File: src/verilog/vsc_cfg.svh
// constants for the oscillator subsystem configuration bank
// assumes a single 100 MHz system clock shared by both ends
`ifndef VSC_CFG_SVH
`define VSC_CFG_SVH
`define VSC_SUBSYS_ID_OSC     3'h0
`define VSC_ID_LSB            0
`define VSC_ADDR_LSB          3
`define VSC_DATA_LSB          7
`define VSC_WORD_W            16
`define VSC_ADDR_ENABLES      4'h1
`define VSC_ADDR_DIVIDER      4'h2
`define VSC_ADDR_CONFIG       4'h3
`define VSC_RST_ENABLES       9'h1bf
`define VSC_RST_DIVIDER       9'h001
`define VSC_RST_CONFIG        9'h092
`define VSC_DIV_MAX           6'h3e
`define VSC_PRIO_POWER        2'h1
`define VSC_PRIO_PERF         2'h3
`define VSC_APB_CMD           12'h000
`define VSC_APB_STATUS        12'h004
`define VSC_APB_MON           12'h008
`endif

File: src/verilog/vsc_pkg.sv
// types shared by the oscillator subsystem ends
// assumes vsc_cfg.svh for the numeric constants
`default_nettype none
package vsc_pkg;
  typedef enum logic [1:0] {
    VSC_MUTE_DIV0  = 2'h0,
    VSC_MUTE_CAL   = 2'h1,
    VSC_MUTE_LOCK  = 2'h2,
    VSC_MUTE_ALWAYS = 2'h3
  } vsc_mute_type;
  typedef enum logic [1:0] {
    VSC_HOST_IDLE = 2'h0,
    VSC_HOST_SEND = 2'h1,
    VSC_HOST_DONE = 2'h3
  } vsc_host_state_type;
endpackage
`default_nettype wire

File: src/verilog/vsc_if.sv
// link between the host writer and the oscillator subsystem bank
// assumes both ends run on the same system clock
`timescale 1ns/10ps
`default_nettype none
interface vsc_if;
  logic        wr_valid;
  logic [15:0] wr_word;
  modport host   (output wr_valid, output wr_word);
  modport device (input wr_valid, input wr_word);
endinterface
`default_nettype wire

File: src/verilog/vsc_device.sv
// oscillator subsystem configuration bank, device end
// assumes a finished indirect-access write arrives as one wr_valid pulse
//
// Design decision made at the host end, not here: the APB register port.
`timescale 1ns/10ps
`default_nettype none
`include "vsc_cfg.svh"
module vsc_device (
  // clock and reset
  input  wire logic       clk_sys_in,
  input  wire logic       rstn_in,
  // link
  vsc_if.device           link,
  // status from the analog side, asynchronous
  input  wire logic       band_search_busy_in,
  input  wire logic       pll_locked_in,
  input  wire logic       general_purpose_output_in,
  // controls toward the analog side
  output logic            subsystem_on_out,
  output logic            oscillator_on_out,
  output logic            feedback_buffer_on_out,
  output logic            output_divider_on_out,
  output logic            output_stage_on_out,
  output logic [5:0]      divide_ratio_out,
  output logic            divider_bypass_out,
  output logic            low_current_out,
  output logic            positive_output_pin_en_out,
  output logic            negative_output_pin_en_out,
  output logic            internal_termination_out,
  output logic            raised_termination_out,
  output logic            mute_out,
  output logic            calibration_busy_out,
  output logic            lock_status_out
);
  logic [8:0] enables_reg;
  logic [8:0] divider_reg;
  logic [8:0] config_reg;
  logic [2:0] busy_sync;
  logic [2:0] lock_sync;
  logic [2:0] gpo_sync;
  logic       busy_q;
  logic       lock_q;
  logic       gpo_q;
  logic [8:0] wr_data;
  logic [3:0] wr_addr;
  logic       wr_hit;
  vsc_pkg::vsc_mute_type mute_mode;

  function automatic logic [5:0] vsc_ratio(input logic [5:0] raw);
    logic [5:0] r;
    r = raw;
    if (raw > `VSC_DIV_MAX) begin
      r = `VSC_DIV_MAX;
    end else if (raw > 6'h1) begin
      r = {raw[5:1], 1'b0};
    end
    return r;
  endfunction

  assign wr_data = link.wr_word[`VSC_DATA_LSB +: 9];
  assign wr_addr = link.wr_word[`VSC_ADDR_LSB +: 4];
  assign wr_hit  = link.wr_valid && (link.wr_word[`VSC_ID_LSB +: 3] == `VSC_SUBSYS_ID_OSC);

  always_ff @(posedge clk_sys_in or negedge rstn_in) begin
    if (!rstn_in) begin
      enables_reg <= `VSC_RST_ENABLES;
      divider_reg <= `VSC_RST_DIVIDER;
      config_reg  <= `VSC_RST_CONFIG;
    end else if (wr_hit) begin
      case (wr_addr)
        `VSC_ADDR_ENABLES: begin
          enables_reg <= wr_data;
        end
        `VSC_ADDR_DIVIDER: begin
          divider_reg <= wr_data;
        end
        `VSC_ADDR_CONFIG: begin
          config_reg <= wr_data;
        end
        default: begin
        end
      endcase
    end
  end

  // status pins cross in, second and third must agree
  always_ff @(posedge clk_sys_in or negedge rstn_in) begin
    if (!rstn_in) begin
      busy_sync <= 3'h0;
      lock_sync <= 3'h0;
      gpo_sync  <= 3'h0;
      busy_q    <= 1'b0;
      lock_q    <= 1'b0;
      gpo_q     <= 1'b0;
    end else begin
      busy_sync <= {busy_sync[1:0], band_search_busy_in};
      lock_sync <= {lock_sync[1:0], pll_locked_in};
      gpo_sync  <= {gpo_sync[1:0], general_purpose_output_in};
      if (busy_sync[1] == busy_sync[2]) begin
        busy_q <= busy_sync[2];
      end
      if (lock_sync[1] == lock_sync[2]) begin
        lock_q <= lock_sync[2];
      end
      if (gpo_sync[1] == gpo_sync[2]) begin
        gpo_q <= gpo_sync[2];
      end
    end
  end

  assign mute_mode = vsc_pkg::vsc_mute_type'(config_reg[8:7]);

  always_ff @(posedge clk_sys_in or negedge rstn_in) begin
    if (!rstn_in) begin
      subsystem_on_out           <= 1'b1;
      oscillator_on_out          <= 1'b1;
      feedback_buffer_on_out     <= 1'b1;
      output_divider_on_out      <= 1'b1;
      output_stage_on_out        <= 1'b1;
      divide_ratio_out           <= 6'h1;
      divider_bypass_out         <= 1'b1;
      low_current_out            <= 1'b1;
      positive_output_pin_en_out <= 1'b0;
      negative_output_pin_en_out <= 1'b0;
      internal_termination_out   <= 1'b1;
      raised_termination_out     <= 1'b0;
      mute_out                   <= 1'b0;
      calibration_busy_out       <= 1'b0;
      lock_status_out            <= 1'b0;
    end else begin
      subsystem_on_out       <= enables_reg[0];
      oscillator_on_out      <= enables_reg[0] & enables_reg[1];
      feedback_buffer_on_out <= enables_reg[0] & enables_reg[2];
      output_divider_on_out  <= enables_reg[0] & enables_reg[3];
      output_stage_on_out    <= enables_reg[0] & enables_reg[3] & enables_reg[5];
      divide_ratio_out   <= vsc_ratio(divider_reg[5:0]);
      divider_bypass_out <= (divider_reg[5:0] == 6'h1);
      // priority select, unsupported codes 0 and 2 treated as power
      low_current_out <= (config_reg[1:0] != `VSC_PRIO_PERF);
      positive_output_pin_en_out <= config_reg[2];
      negative_output_pin_en_out <= config_reg[3];
      internal_termination_out <= config_reg[4];
      raised_termination_out <= config_reg[5];
      calibration_busy_out <= busy_q;
      lock_status_out <= lock_q;
      case (mute_mode)
        vsc_pkg::VSC_MUTE_DIV0: begin
          mute_out <= (divider_reg[5:0] == 6'h0);
        end
        vsc_pkg::VSC_MUTE_CAL: begin
          mute_out <= busy_q | (divider_reg[5:0] == 6'h0);
        end
        vsc_pkg::VSC_MUTE_LOCK: begin
          mute_out <= busy_q | ~lock_q | ~gpo_q | (divider_reg[5:0] == 6'h0);
        end
        vsc_pkg::VSC_MUTE_ALWAYS: begin
          mute_out <= 1'b1;
        end
        default: begin
          mute_out <= 1'b1;
        end
      endcase
    end
  end
endmodule
`default_nettype wire

File: src/flat_wrapper.sv
// flat-port wrapper written by rule: the top's interface ports become plain ports
module vsc_device_flat 
  (clk_sys_in, rstn_in, band_search_busy_in, pll_locked_in, general_purpose_output_in, subsystem_on_out, oscillator_on_out, feedback_buffer_on_out, output_divider_on_out, output_stage_on_out, divide_ratio_out, divider_bypass_out, low_current_out, positive_output_pin_en_out, negative_output_pin_en_out, internal_termination_out, raised_termination_out, mute_out, calibration_busy_out, lock_status_out, link_wr_valid, link_wr_word);
  vsc_if link_i ();
  input  wire logic clk_sys_in;
  input  wire logic rstn_in;
  input  wire logic band_search_busy_in;
  input  wire logic pll_locked_in;
  input  wire logic general_purpose_output_in;
  output logic subsystem_on_out;
  output logic oscillator_on_out;
  output logic feedback_buffer_on_out;
  output logic output_divider_on_out;
  output logic output_stage_on_out;
  output logic [5:0] divide_ratio_out;
  output logic divider_bypass_out;
  output logic low_current_out;
  output logic positive_output_pin_en_out;
  output logic negative_output_pin_en_out;
  output logic internal_termination_out;
  output logic raised_termination_out;
  output logic mute_out;
  output logic calibration_busy_out;
  output logic lock_status_out;
  input wire logic [$bits(link_i.wr_valid)-1:0] link_wr_valid;
  input wire logic [$bits(link_i.wr_word)-1:0] link_wr_word;
  assign link_i.wr_valid = link_wr_valid;
  assign link_i.wr_word = link_wr_word;
  vsc_device u_core (.clk_sys_in(clk_sys_in), .rstn_in(rstn_in), .link(link_i), .band_search_busy_in(band_search_busy_in), .pll_locked_in(pll_locked_in), .general_purpose_output_in(general_purpose_output_in), .subsystem_on_out(subsystem_on_out), .oscillator_on_out(oscillator_on_out), .feedback_buffer_on_out(feedback_buffer_on_out), .output_divider_on_out(output_divider_on_out), .output_stage_on_out(output_stage_on_out), .divide_ratio_out(divide_ratio_out), .divider_bypass_out(divider_bypass_out), .low_current_out(low_current_out), .positive_output_pin_en_out(positive_output_pin_en_out), .negative_output_pin_en_out(negative_output_pin_en_out), .internal_termination_out(internal_termination_out), .raised_termination_out(raised_termination_out), .mute_out(mute_out), .calibration_busy_out(calibration_busy_out), .lock_status_out(lock_status_out));
endmodule
File: config.mk
export PLATFORM = sky130hd
export DESIGN_NAME = vsc_device_flat
export DESIGN_NICKNAME = d
export VERILOG_FILES = /design/src/verilog/vsc_pkg.sv /design/src/verilog/vsc_if.sv /design/src/verilog/vsc_device.sv /design/src/flat_wrapper.sv
export VERILOG_INCLUDE_DIRS = /design/src /design/src/verilog
export SDC_FILE = /design/constraint.sdc
export NUM_CORES = 1
export LEC_CHECK = 0
export BUFFER_PORTS_ARGS = -buffer_cell sky130_fd_sc_hd__buf_2
export CAP_MARGIN = 15
export CORE_UTILIZATION = 35
export CTS_CLUSTER_DIAMETER = 100
export DETAILED_ROUTE_END_ITERATION = 16
export GPL_ROUTABILITY_DRIVEN = 0
export HOLD_SLACK_MARGIN = 0.08
export PLACE_DENSITY_LB_ADDON = 0.1
export SYNTH_ARGS = -nofsm -noshare
export SYNTH_HDL_FRONTEND = slang
export SYNTH_SLANG_ARGS = --single-unit
File: constraint.sdc
create_clock -name clk_sys_in -period 1.78 [get_ports clk_sys_in]
set_clock_uncertainty 0.1 [all_clocks]
set_input_delay 0.089 -clock clk_sys_in [delete_from_list [all_inputs] [get_ports clk_sys_in]]
set_output_delay 0.089 -clock clk_sys_in [all_outputs]
set_load 0.005 [all_outputs]
==> impl_results.md <==
- Run status: finished clean
- Vertical extent of the die: 73.3 um
- Largest register FFs: 8
- DPL Wire Length: 2080 um
- Insertion delay of the later-clocked pin in the worst-skew pair: 0.29 ns
- Mean area per synthesized cell: 17.1 um^2
- Initial antenna violation count: 0
- Worst slew pin tran: 0.541 ns
- WHS Path Cells: 3
- Antenna-violating nets left: 0
- DRT iter0 DRCs: 45
- Standby leakage power: 0.00112 uW
- Number of core rows: 25
- CTS buffer count: 5
- Effective utilization at floorplan: 36.9%
- Number of warnings issued by yosys: 0
- Area added between synthesis and finish: 28.1%
- Sequential element share of the synthesized area: 73.0%
- IR Drop Worst-Case VDD: 0.391 mV
- Count of buffers inserted at the top-level ports: 40
- Setup violation total in the final timing report: 0
- Maximum net fanout on the critical path: 3
- Global-route total usage across every layer: 12.2%
- Post-synth design cell area: 1780 um^2
- Launching point of the worst reg2reg path: u_core.config_reg[7]
- Maximum clock rate: 676 MHz
- Area share of the largest cell type after synthesis: 46.4%
- R2R Setup Slk: 0.30 ns
- Worst hold slack after final layout: 0.178 ns
- Cell count after synthesis: 104
- Crit. End Element: flop
- Class of the most critical setup path: flop to flop
- Leading area contributor after synthesis: sky130_fd_sc_hd__dfrtp_1
- Ratio of cells with drive above 1 in the final layout: 55.9%
- Worst endpoint data arrival time: 1.55 ns
- Hold Vio Cnt, Final: 0
- Number of distinct library cells after synthesis: 21
- Data required time at the worst endpoint: 1.85 ns
- Share of the clock period used by the worst path: 83.1%
- Combined buffer and inverter count along the critical path: 1
- DIE AREA: 5370 um^2
- Worst hold path startpoint: link_wr_word[3]
- Slowest stage cell, crit path: sky130_fd_sc_hd__dfstp_2
- Number of global-route vias before repair: 978
- Drt via density: 4.29
- Largest stage delay on the critical path: 0.56 ns
- Clock-pin slew of the registers on the worst-case setup and hold paths: 0.08 ns
- Number of enable flip-flop cells after synthesis: 0
- First-pass GRT wire length: 4680 um
- Worst relative slew slack: 64.0%
- Depth of the CTS H-tree: 2
- Fin crit period: 1.48 ns
- Cell-by-cell listing of the critical path: inv_1, ha_1, a21boi_0, a211oi_1, a211oi_1
- FF+latch count, synth: 51
- Total grt overflow: 0
- Power per cell area: 952 nW/um^2
- Number of top-level design ports: 42
- Worst flop-to-flop path endpoint: u_core.mute_out
- Path category of the worst min-delay check: primary input to flop
- Leading register cell type out of synthesis: sky130_fd_sc_hd__dfrtp_1
- Total routed wirelength: 2850 um
- # DRC: 0
- Post-CTS setup-driven buffer insertion count: 0
- Inserted Diodes: 0
- CORE AREA: 4820 um^2
- Endpoint, Worst Hold: u_core.enables_reg[1]
- Die X-Extent: 73.3 um
- Share of async-settable or async-resettable flops after synthesis: 100%
- CP delay by family, top: flip-flops
- Final net count: 185
- TritonCTS clock tree: done
- CP startpoint kind: flop
- Sinks on Clock Net: 51
- Most area-consuming cells after synthesis: sky130_fd_sc_hd__dfrtp_1 (46%), sky130_fd_sc_hd__dfstp_2 (27%), sky130_fd_sc_hd__mux2_2 (12%)
- Vias after detailed routing: 978
- Filler cells: 450
- DR WL/cell: 12.5 um
- Setup repair after global routing missed its margin: no
- Pin count of the biggest net entering global routing: 28
- First-pass iteration count of the detailed router: 2
- Max cap viols: 0
- Synthesized netlist net count: 129
- Top cell by count, worst path: sky130_fd_sc_hd__a211oi_1
- Final count of pins violating max slew: 0
- Setup TNS: 0 ns
- Cell chosen for the clock root: sky130_fd_sc_hd__clkbuf_8
- Depth of the worst register-to-register path: 5
- Cell types with the highest counts after synthesis: sky130_fd_sc_hd__dfrtp_1 (33), sky130_fd_sc_hd__mux2_2 (19), sky130_fd_sc_hd__dfstp_2 (18), sky130_fd_sc_hd__clkbuf_1 (5)
- Maximum number of buffers from clock root to sink: 2
- Most common cell in the synthesized netlist: sky130_fd_sc_hd__dfrtp_1
[worst reg2reg max path, stage by stage (launching register included)]
cell                       delay, ns
sky130_fd_sc_hd__dfstp_2        0.56
sky130_fd_sc_hd__inv_1          0.06
sky130_fd_sc_hd__ha_1           0.18
sky130_fd_sc_hd__a21boi_0       0.12
sky130_fd_sc_hd__a211oi_1       0.24
sky130_fd_sc_hd__a211oi_1       0.11
[layout by cell type (no fill, tap or decap), drive strengths merged]
cell type | netlist | routed
buf | 1 | 43
dfrtp | 33 | 33
mux2 | 19 | 19
dfstp | 18 | 18
dlygate4sd3 | 0 | 12
clkbuf | 5 | 7
inv | 3 | 3
and2 | 3 | 3
maj3 | 3 | 3
ha | 3 | 3
a21boi | 2 | 2
a211oi | 2 | 2
and3b | 2 | 2
nand4b | 2 | 2
nor4 | 2 | 2
nor2 | 1 | 1
nor3 | 1 | 1
and3 | 1 | 1
nand2 | 1 | 1
nor2b | 1 | 1
and4 | 1 | 1
clkinv | 0 | 1
[stage by stage]
stage          cells  util [%]  cell area (um^2)  power (uW)  setup WS, ns
6_report         228      47.3              2280        2170         0.300
3_5_place_dp     208      42.9              2070        1520         0.228
4_1_cts          228      47.3              2280        2210         0.292
5_1_grt          228      47.3              2280        2290         0.172
2_1_floorplan    104         -              1780        1400         0.412
3_3_place_gp     208      42.9              2070        1510         0.272
[cells by family after synthesis]
family                     after synthesis  synth area share (%)
AOI/OAI and AO/OA                        4                  1.69
adders and majority gates                6                  3.80
buffers and inverters                    9                  2.32
DFF                                     51                  73.0
muxes                                   19                  12.0
and+or+nand+nor                         15                  7.17
[repair_timing]
action / in CTS / in global routing
hold buffers: 12 / 0
endpoints found under the hold margin: 64 / 0
resized for setup: 0 / 0
[how the worst max path moves through the flow]
stage | startpoint | end | slack (ns) | cells past startpoint
finish | u_core.config_reg[7] | u_core.mute_out | 0.30 | 5
global route | u_core.config_reg[7] | u_core.mute_out | 0.17 | 5
CTS | u_core.config_reg[7] | u_core.mute_out | 0.29 | 5
detailed placement | link_wr_word[6] | u_core.config_reg[8] | 0.23 | 5
global placement | link_wr_word[6] | u_core.config_reg[8] | 0.27 | 5
floorplan | u_core.config_reg[7] | u_core.mute_out | 0.41 | 5
[final cells by class]
cell class / instances / area, um^2 / share of cell area (%)
inverters: 3 / 11.3 / 0.494
multi-input cells: 44 / 439 / 19.3
repair buffers: 55 / 355 / 15.6
clock buffers: 7 / 86.3 / 3.79
flip-flops and latches: 51 / 1300 / 57.0
clock inverters: 1 / 5.00 / 0.220
well taps: 67 / 83.8 / 3.68
[metal layers]
metal	global-route usage, %	vias to the layer above	part of all wire [%]
li1	-	464	-
met3	4.25	4	4.5
met5	0	-	0
met1	15.8	487	47
met4	5.13	0	1.3
met2	18.7	23	47
[report_power, final]
group	switching, uW	internal, uW
clock network	340	314
logic	90.5	120
registers	40.4	1270
Note: power is estimated with default switching activity, not from simulation.
